===== config.mk =====
export PLATFORM = sky130hd
export DESIGN_NAME = tbs_test_regs
export DESIGN_NICKNAME = d
export VERILOG_FILES = /design/src/tbs_pkg.sv /design/src/tbs_prbs_if.sv /design/src/tbs_prbs_gen.sv /design/src/tbs_test_regs.sv
export SDC_FILE = /design/constraint.sdc
export NUM_CORES = 1
export LEC_CHECK = 0
export ABC_CLOCK_PERIOD_IN_PS = 1200
export BUFFER_PORTS_ARGS = -buffer_cell sky130_fd_sc_hd__buf_2
export CORE_ASPECT_RATIO = 1.4
export CORE_MARGIN = 5
export CORE_UTILIZATION = 30
export CTS_CLUSTER_DIAMETER = 100
export DETAILED_ROUTE_END_ITERATION = 8
export GPL_ROUTABILITY_DRIVEN = 0
export GPL_TIMING_DRIVEN = 1
export PLACE_DENSITY = 0.64
export SYNTH_ARGS = -nofsm -noshare
export SYNTH_HDL_FRONTEND = slang
export SYNTH_SLANG_ARGS = --single-unit

===== constraint.sdc =====
create_clock -name clk -period 1.2 [get_ports clk]
set_clock_uncertainty 0.05 [all_clocks]
set_input_delay 0.12 -clock clk [delete_from_list [all_inputs] [get_ports clk]]
set_output_delay 0.12 -clock clk [all_outputs]
set_load 0.01 [all_outputs]

===== src/tbs_pkg.sv =====
// Constants and types for the timer readback and test bus select block
package tbs_pkg;
    localparam int TBS_ADDR_W = 6;
    localparam int TBS_DATA_W = 8;
    localparam logic [5:0] TBS_ADDR_COUNT_HIGH = 6'h2E;
    localparam logic [5:0] TBS_ADDR_COUNT_LOW = 6'h2F;
    localparam logic [5:0] TBS_ADDR_RESERVED = 6'h30;
    localparam logic [5:0] TBS_ADDR_BIT_SELECT = 6'h31;
    localparam logic [5:0] TBS_ADDR_BUS_CONTROL = 6'h32;
    localparam logic [7:0] TBS_RESET_BIT_SELECT = 8'h00;
    localparam logic [7:0] TBS_RESET_BUS_CONTROL = 8'h00;
    localparam logic [7:0] TBS_READ_ZERO = 8'h00;
    localparam int TBS_BIT_SELECT_MSB = 2;
    localparam int TBS_FLIP_BIT = 7;
    localparam int TBS_NINE_BIT = 6;
    localparam int TBS_FIFTEEN_BIT = 5;
    localparam int TBS_GROUP_MSB = 4;
    localparam logic [7:0] TBS_AUX_ROUTE_PROBE = 8'hFF;
    localparam logic [14:0] TBS_PRBS_SEED = 15'h7FFF;
    localparam int TBS_PSEUDO_RANDOM_NINE_ENABLE_TAP_A = 8;
    localparam int TBS_PSEUDO_RANDOM_NINE_ENABLE_TAP_B = 4;
    localparam int TBS_PSEUDO_RANDOM_FIFTEEN_ENABLE_TAP_A = 14;
    localparam int TBS_PSEUDO_RANDOM_FIFTEEN_ENABLE_TAP_B = 13;

    typedef enum logic [1:0]
    {
        TBS_PRBS_OFF = 2'b00,
        TBS_PRBS_NINE = 2'b01,
        TBS_PRBS_FIFTEEN = 2'b10
    } tbs_prbs_mode_t;
endpackage : tbs_pkg


===== src/tbs_prbs_if.sv =====
// Link between the register bank and the sequence generator
`timescale 1ns/1ns
`default_nettype none
interface tbs_prbs_if;
    logic nine_enable;
    logic fifteen_enable;
    logic seq_bit;
    logic seq_active;

    modport bank
    (
        output nine_enable,
        output fifteen_enable,
        input seq_bit,
        input seq_active
    );

    modport gen
    (
        input nine_enable,
        input fifteen_enable,
        output seq_bit,
        output seq_active
    );
endinterface : tbs_prbs_if
`default_nettype wire


===== src/tbs_prbs_gen.sv =====
// Nine and fifteen stage pseudo-random sequence generator
`timescale 1ns/1ns
`default_nettype none
module tbs_prbs_gen
    import tbs_pkg::*;
(
    input wire logic clk,
    input wire logic rst,
    tbs_prbs_if.gen link
);
    tbs_prbs_mode_t mode;
    tbs_prbs_mode_t last_mode;
    logic [14:0] state;
    logic [14:0] next_state;
    logic next_bit;

    // Nine stage wins when both are set
    always_comb
    begin
        if (link.nine_enable)
        begin
            mode = TBS_PRBS_NINE;
        end
        else if (link.fifteen_enable)
        begin
            mode = TBS_PRBS_FIFTEEN;
        end
        else
        begin
            mode = TBS_PRBS_OFF;
        end
    end

    always_comb
    begin
        next_state = state;
        next_bit = 1'b0;
        case (mode)
            TBS_PRBS_NINE:
            begin
                next_bit = state[TBS_PSEUDO_RANDOM_NINE_ENABLE_TAP_A] ^ state[TBS_PSEUDO_RANDOM_NINE_ENABLE_TAP_B];
                next_state = {6'h00, state[7:0], next_bit};
            end
            TBS_PRBS_FIFTEEN:
            begin
                next_bit = state[TBS_PSEUDO_RANDOM_FIFTEEN_ENABLE_TAP_A] ^ state[TBS_PSEUDO_RANDOM_FIFTEEN_ENABLE_TAP_B];
                next_state = {state[13:0], next_bit};
            end
            default:
            begin
                next_state = TBS_PRBS_SEED;
            end
        endcase
    end

    always_ff @(posedge clk)
    begin
        if (rst)
        begin
            state <= TBS_PRBS_SEED;
            last_mode <= TBS_PRBS_OFF;
            link.seq_bit <= 1'b0;
            link.seq_active <= 1'b0;
        end
        else
        begin
            last_mode <= mode;
            link.seq_active <= (mode != TBS_PRBS_OFF);
            if (mode != last_mode)
            begin
                state <= TBS_PRBS_SEED;
                link.seq_bit <= 1'b0;
            end
            else
            begin
                state <= next_state;
                link.seq_bit <= next_bit;
            end
        end
    end
endmodule : tbs_prbs_gen
`default_nettype wire


===== src/tbs_test_regs.sv =====
// Timer readback, reserved slot and test bus select registers
`timescale 1ns/1ns
`default_nettype none
// Operation
// - Register 2Eh reads upper byte of live timer count; no reset value.
// - Register 2Fh reads lower byte of live timer count; no reset value.
// - Upper byte read returns count bits fifteen down to eight.
// - Lower byte read returns count bits seven down to zero.
// - Register 30h is reserved; reads zero, writes ignored.
// - Register 31h resets to zero; bits 2:0 select a bit, rest reserved.
// - Selected test bus bit drives the card interface output pin.
// - Aux route field all ones also puts that bit on auxiliary pins.
// - Register 32h resets zero: flip, nine, fifteen, five-bit group select.
// - Flip set maps test bus to parallel port in fixed other order.
// - Register 32h mixes test configuration and sequence generator control.
// - Nine enable starts transmitter emitting nine-stage pseudo-random sequence.
module tbs_test_regs
    import tbs_pkg::*;
(
    input wire logic clk,
    input wire logic rst,
    input wire logic [5:0] reg_addr,
    input wire logic reg_write,
    input wire logic reg_read,
    input wire logic [7:0] reg_wdata,
    output logic [7:0] reg_rdata,
    output logic reg_rvalid,
    input wire logic [15:0] timer_count,
    input wire logic [7:0] test_bus,
    input wire logic [7:0] analog_aux_route_select,
    output logic [4:0] probe_group_select,
    output logic card_interface_output_pin,
    output logic auxiliary_pin_one,
    output logic auxiliary_pin_two,
    output logic [7:0] parallel_port,
    output logic tx_prbs_bit,
    output logic tx_prbs_active
);
    logic [2:0] probe_bit_select;
    logic probe_order_reverse;
    logic pseudo_random_nine_enable;
    logic pseudo_random_fifteen_enable;
    logic [7:0] next_rdata;
    logic [7:0] count_upper_byte;
    logic [7:0] count_lower_byte;

    tbs_prbs_if prbs_link ();

    function automatic logic pick_bit(input logic [7:0] bus, input logic [2:0] sel);
        pick_bit = bus[sel];
    endfunction : pick_bit

    // Alternative pin order used when the bus is flipped
    function automatic logic [7:0] flip_order(input logic [7:0] bus);
        flip_order = {bus[7], bus[1], bus[4], bus[3], bus[2], bus[6], bus[5], bus[0]};
    endfunction : flip_order

    assign count_upper_byte = timer_count[15:8];
    assign count_lower_byte = timer_count[7:0];

    always_ff @(posedge clk)
    begin
        if (rst)
        begin
            probe_bit_select <= TBS_RESET_BIT_SELECT[TBS_BIT_SELECT_MSB:0];
        end
        else if (reg_write && reg_addr == TBS_ADDR_BIT_SELECT)
        begin
            probe_bit_select <= reg_wdata[TBS_BIT_SELECT_MSB:0];
        end
    end

    always_ff @(posedge clk)
    begin
        if (rst)
        begin
            probe_order_reverse <= TBS_RESET_BUS_CONTROL[TBS_FLIP_BIT];
            pseudo_random_nine_enable <= TBS_RESET_BUS_CONTROL[TBS_NINE_BIT];
            pseudo_random_fifteen_enable <= TBS_RESET_BUS_CONTROL[TBS_FIFTEEN_BIT];
            probe_group_select <= TBS_RESET_BUS_CONTROL[TBS_GROUP_MSB:0];
        end
        else if (reg_write && reg_addr == TBS_ADDR_BUS_CONTROL)
        begin
            probe_order_reverse <= reg_wdata[TBS_FLIP_BIT];
            pseudo_random_nine_enable <= reg_wdata[TBS_NINE_BIT];
            pseudo_random_fifteen_enable <= reg_wdata[TBS_FIFTEEN_BIT];
            probe_group_select <= reg_wdata[TBS_GROUP_MSB:0];
        end
    end

    // read decode, reserved and unmapped read zero
    always_comb
    begin
        next_rdata = TBS_READ_ZERO;
        case (reg_addr)
            TBS_ADDR_COUNT_HIGH:
            begin
                next_rdata = count_upper_byte;
            end
            TBS_ADDR_COUNT_LOW:
            begin
                next_rdata = count_lower_byte;
            end
            TBS_ADDR_BIT_SELECT:
            begin
                next_rdata = {5'h00, probe_bit_select};
            end
            TBS_ADDR_BUS_CONTROL:
            begin
                next_rdata = {probe_order_reverse, pseudo_random_nine_enable,
                              pseudo_random_fifteen_enable, probe_group_select};
            end
            default:
            begin
                next_rdata = TBS_READ_ZERO;
            end
        endcase
    end

    always_ff @(posedge clk)
    begin
        if (rst)
        begin
            reg_rdata <= TBS_READ_ZERO;
            reg_rvalid <= 1'b0;
        end
        else
        begin
            reg_rvalid <= reg_read;
            if (reg_read)
            begin
                reg_rdata <= next_rdata;
            end
        end
    end

    always_ff @(posedge clk)
    begin
        if (rst)
        begin
            card_interface_output_pin <= 1'b0;
            auxiliary_pin_one <= 1'b0;
            auxiliary_pin_two <= 1'b0;
        end
        else
        begin
            card_interface_output_pin <= pick_bit(test_bus, probe_bit_select);
            if (analog_aux_route_select == TBS_AUX_ROUTE_PROBE)
            begin
                auxiliary_pin_one <= pick_bit(test_bus, probe_bit_select);
                auxiliary_pin_two <= pick_bit(test_bus, probe_bit_select);
            end
            else
            begin
                auxiliary_pin_one <= 1'b0;
                auxiliary_pin_two <= 1'b0;
            end
        end
    end

    always_ff @(posedge clk)
    begin
        if (rst)
        begin
            parallel_port <= 8'h00;
        end
        else if (probe_order_reverse)
        begin
            parallel_port <= flip_order(test_bus);
        end
        else
        begin
            parallel_port <= test_bus;
        end
    end

    // generator control from the bus control register
    assign prbs_link.nine_enable = pseudo_random_nine_enable;
    assign prbs_link.fifteen_enable = pseudo_random_fifteen_enable;

    tbs_prbs_gen u_prbs
    (
        .clk(clk),
        .rst(rst),
        .link(prbs_link.gen)
    );

    always_ff @(posedge clk)
    begin
        if (rst)
        begin
            tx_prbs_bit <= 1'b0;
            tx_prbs_active <= 1'b0;
        end
        else
        begin
            tx_prbs_bit <= prbs_link.seq_bit;
            tx_prbs_active <= prbs_link.seq_active;
        end
    end

    chk_upper_byte_read: assert property (
        @(posedge clk) disable iff (rst)
        reg_read && reg_addr == TBS_ADDR_COUNT_HIGH |=> reg_rvalid && reg_rdata == $past(timer_count[15:8]))
        else $error("upper count byte read wrong");

    chk_lower_byte_read: assert property (
        @(posedge clk) disable iff (rst)
        reg_read && reg_addr == TBS_ADDR_COUNT_LOW |=> reg_rvalid && reg_rdata == $past(timer_count[7:0]))
        else $error("lower count byte read wrong");

    chk_count_bytes_split: assert property (
        @(posedge clk) disable iff (rst)
        reg_read && reg_addr == TBS_ADDR_COUNT_HIGH ##1 !reg_read && $stable(timer_count)
        ##1 reg_read && reg_addr == TBS_ADDR_COUNT_LOW && $stable(timer_count)
        |=> {$past(reg_rdata), reg_rdata} == $past(timer_count))
        else $error("count bytes do not join to count");

    chk_reserved_reads_zero: assert property (
        @(posedge clk) disable iff (rst)
        reg_read && reg_addr == TBS_ADDR_RESERVED |=> reg_rdata == 8'h00)
        else $error("reserved slot read not zero");

    chk_bit_select_readback: assert property (
        @(posedge clk) disable iff (rst)
        reg_write && reg_addr == TBS_ADDR_BIT_SELECT ##1 !reg_write
        ##1 reg_read && reg_addr == TBS_ADDR_BIT_SELECT && !reg_write
        |=> reg_rdata == {5'h00, $past(reg_wdata[2:0], 3)})
        else $error("bit select readback wrong");

    chk_probe_pin_bit: assert property (
        @(posedge clk) disable iff (rst)
        reg_write && reg_addr == TBS_ADDR_BIT_SELECT ##1 !reg_write
        |=> {7'h00, card_interface_output_pin} == (($past(test_bus) >> $past(reg_wdata[2:0], 2)) & 8'h01))
        else $error("probe pin does not follow selected bit");

    chk_aux_route_gate: assert property (
        @(posedge clk) disable iff (rst)
        analog_aux_route_select != TBS_AUX_ROUTE_PROBE |=> !auxiliary_pin_one && !auxiliary_pin_two)
        else $error("aux pins driven without route");

    chk_aux_follows_pin: assert property (
        @(posedge clk) disable iff (rst)
        analog_aux_route_select == TBS_AUX_ROUTE_PROBE |=> auxiliary_pin_two == card_interface_output_pin)
        else $error("aux pin differs from probe pin");

    chk_control_readback: assert property (
        @(posedge clk) disable iff (rst)
        reg_write && reg_addr == TBS_ADDR_BUS_CONTROL ##1 !reg_write
        ##1 reg_read && reg_addr == TBS_ADDR_BUS_CONTROL && !reg_write
        |=> reg_rdata == $past(reg_wdata, 3))
        else $error("bus control readback wrong");

    chk_flip_order_map: assert property (
        @(posedge clk) disable iff (rst)
        probe_order_reverse |=> parallel_port == {$past(test_bus[7]), $past(test_bus[1]), $past(test_bus[4]),
            $past(test_bus[3]), $past(test_bus[2]), $past(test_bus[6]), $past(test_bus[5]), $past(test_bus[0])})
        else $error("flipped parallel order wrong");

    chk_prbs_nine_start: assert property (
        @(posedge clk) disable iff (rst)
        $rose(pseudo_random_nine_enable) |-> ##2 tx_prbs_active)
        else $error("nine stage sequence not started");

    chk_prbs_off_idle: assert property (
        @(posedge clk) disable iff (rst)
        (!pseudo_random_nine_enable && !pseudo_random_fifteen_enable) [*3] |-> !tx_prbs_active && !tx_prbs_bit)
        else $error("sequence output while disabled");

    chk_straight_order_map: assert property (
        @(posedge clk) disable iff (rst)
        !probe_order_reverse |=> parallel_port == $past(test_bus))
        else $error("straight parallel order wrong");

    chk_read_valid_pulse: assert property (
        @(posedge clk) disable iff (rst)
        !reg_read |=> !reg_rvalid)
        else $error("read valid without a read");

    chk_group_select_write: assert property (
        @(posedge clk) disable iff (rst)
        reg_write && reg_addr == TBS_ADDR_BUS_CONTROL
        |=> probe_group_select == $past(reg_wdata[TBS_GROUP_MSB:0]))
        else $error("group select not taken from write");

    chk_reserved_write_ignored: assert property (
        @(posedge clk) disable iff (rst)
        reg_write && reg_addr == TBS_ADDR_RESERVED
        |=> $stable(probe_bit_select) && $stable(probe_group_select) && $stable(probe_order_reverse))
        else $error("reserved slot write changed a register");

    chk_reset_defaults: assert property (
        @(posedge clk) disable iff (rst)
        $fell(rst) |-> probe_bit_select == TBS_RESET_BIT_SELECT[TBS_BIT_SELECT_MSB:0]
        && probe_group_select == TBS_RESET_BUS_CONTROL[TBS_GROUP_MSB:0])
        else $error("select registers not cleared by reset");

    chk_prbs_fifteen_start: assert property (
        @(posedge clk) disable iff (rst)
        $rose(pseudo_random_fifteen_enable) && !pseudo_random_nine_enable |-> ##2 tx_prbs_active)
        else $error("fifteen stage sequence not started");
endmodule : tbs_test_regs
`default_nettype wire


==> results.yml <==
outcome:
  status: "finished clean"
synth:
  yosys_warnings: 0
  synth_edf_count: 0
  netlist_area_um2: 2150
  syn_inst: 226
  synth_flop_cell: "dfxtp_1"
  synth_common_cells: "dfxtp_1, nand3_1, o21ai_0"
  ys_types: 34
  synth_top_area_cell: "dfxtp_1"
  synthArstFlopShare_pct: 0
  synth_nets: 276
  synth.ff_latch_count: 51
  yosysMostFrequentCell: "dfxtp_1"
  syn_avg_cell_area_um2: 9.51
  synth_seq_area_share_pct: 47.5
  synth_top_area_share_pct: 47.5
  yosys-top-cells-area: "dfxtp_1, nand3_1, mux2i_1, mux2_2, o21ai_0"
setup_path:
  cp_top_family: "simple AND/OR/NAND/NOR gates"
  cp_cell_sequence: "nand3b_1 > a21oi_2 > buf_6 > or2b_1"
  r2r_cells: 4
  cp-startpoint: "u_prbs.last_mode[1]"
  reg2reg_to: "u_prbs.state[2]"
  arrival_ns: 1.34
  crit_buf_inv: 1
  crit_required_ns: 1.34
  r2r_start: "u_prbs.last_mode[1]"
  worst-setup-path-type: "reg -> reg"
  cp_slowest_cell: "dfxtp_2"
  rrSetupSlack_ns: 0.0006
  critPathMaxStageDelay_ns: 0.33
  path_depth: 4
  worst-path-max-fanout: 6
  end_kind: "flop"
  crit_end: "u_prbs.state[2]"
  cp-start-kind: "flop"
global_routing:
  antenna_found_initial: 0
  grt_max_degree: 20
  overflow: 0
  grt_pass1_vias: 1868
  grt_pass1_wl_um: 8650
  grt_usage_pct: 12.3
sta:
  slew-limit-headroom_pct: 78.4
  fin_ws_ns: 0.000578
  hold_viol_final: 0
  period_minus_slack_ns: 1.20
  setup_viol_count_final: 0
  slew_violations: 0
  timing.final.crit_share_pct: 100
  fmax_mhz: 834
  rsz0062_at_grt: "yes"
  worst_slew_pin_slew_ns: 0.323
cells_and_area:
  fin_nets: 358
  instances_no_fill: 403
  antenna_cells: 0
  final_layout_size_suffix_gt1_share_pct: 39.9
  area_delta_synth_final_pct: 31.1
  final_area_um2: 2820
routing:
  drtAntennaViolNets: 0
  drcViolationCount: 0
  drtIter0Drc: 68
  drt-wirelength-per-cell_um: 13.0
  wirelength_um: 5250
  via_per_inst: 4.73
  dr.pass1.iters: 4
  num_vias: 1908
floorplan:
  dieArea_um2: 8980
  fp.dieW_um: 81.5
  rows: 36
  initial_core_util_pct: 30.8
  die_h_um: 110
  coreArea_um2: 6980
  io_pins: 77
pwr:
  p_leak_uw: 0.00127
  power_density_nw_per_um2: 1070
  finalPower_uw: 3000
  vdd_drop_max_mv: 0.457
cts:
  htree_num_levels: 2
  ctsLongestPathBuffers: 2
  cts_buffers: 5
  clkSinkCount: 51
  cts_tree: "yes"
  insertion_delay_ns: 0.29
  cts-root-buf: "clkbuf_8"
  cts.reportedPaths.clkPinSlew_ns: 0.09
place:
  dp_cells: 393
  place_worst_setup_slack_ns: -0.0448
  dpl_cell_area_um2: 2670
  port_buffers: 76
  dp_hpwl_um: 4190
job:
  max_cap_viol_count: 0
hold_path:
  hp-class: "in -> reg"
metrics by stage:
stage	hold slack, ns	TNS [ns]	utilization [%]
after floorplan	0.198	0	-
after global placement	0.313	-0.0406	38.2
after detailed placement	0.324	-0.115	38.2
after CTS	0.0116	-0.00226	39.9
after global routing	0.0203	-0.601	40.3
final	0.0192	0	40.3
cells in the final DEF, fill, tap and decap left out, types with 8 or more instances in the layout:
cell / netlist / routed
buf_2: 8 / 76
dfxtp_1: 51 / 47
nand3_1: 24 / 24
buf_4: 2 / 17
nor2_1: 16 / 16
o21ai_0: 17 / 12
a21oi_1: 11 / 11
mux2i_1: 10 / 10
nor2b_1: 9 / 9
mux2_2: 8 / 8
and3b_1: 8 / 8
repair_timing:
action	4_1_cts	5_1_grt
setup buffers	3	0
endpoints found under the setup margin	6	18
pin swaps	1	1
gates resized for setup	4	12
hold buffers	0	0
metal layers:
metal | part of all wire (%) | up-vias | GRT usage [%]
met4 | 1.7 | 0 | 4.71
met3 | 4.0 | 7 | 2.44
met2 | 57 | 38 | 22.4
met1 | 38 | 906 | 13.9
li1 | - | 957 | -
met5 | 0 | - | 0
power breakdown:
part / internal (uW) / leakage [uW] / switching [uW]
clock network: 453 / 0.0000470 / 520
logic: 151 / 0.000803 / 152
registers: 1720 / 0.000417 / 9.25
total: 2320 / 0.00127 / 681
layout make-up:
class / instances / area [um2]
multi-input combinational: 149 / 1020
clock buffer: 6 / 82.6
clock inverter: 1 / 5.00
sequential: 51 / 1030
timing repair buffer: 95 / 539
inverter: 6 / 22.5
fill: 730 / 4170
tap: 95 / 119
state kept, by name, summed over array words and instances (netlist names):
register,flops
u_prbs.state,15
parallel_port,8
reg_rdata,8
probe_group_select,5
probe_bit_select,3
u_prbs.last_mode,2
auxiliary_pin_two,1
card_interface_output_pin,1
prbs_link.fifteen_enable,1
prbs_link.nine_enable,1
probe_order_reverse,1
reg_rvalid,1
tx_prbs_active,1
tx_prbs_bit,1
u_prbs.link.seq_active,1
u_prbs.link.seq_bit,1
cells by family after synthesis:
kind of cell,Yosys count,synth area share [%]
compound gates,40,11.2
xor+xnor,3,1.22
flops,51,47.5
buf+inv,26,6.41
mux,18,8.85
simple gates,88,24.8
worst min path at each step:
stage | startpoint | endpoint | slack [ns] | depth (start not counted)
after floorplan | test_bus[0] | parallel_port[0] | 0.20 | 1
after global placement | test_bus[7] | parallel_port[7] | 0.31 | 2
after detailed placement | test_bus[7] | parallel_port[7] | 0.32 | 2
after CTS | reg_wdata[5] | prbs_link.fifteen_enable | 0.01 | 3
after global routing | reg_wdata[5] | prbs_link.fifteen_enable | 0.02 | 3
final | test_bus[7] | parallel_port[7] | 0.02 | 2
(Power assumes the default switching activity.)
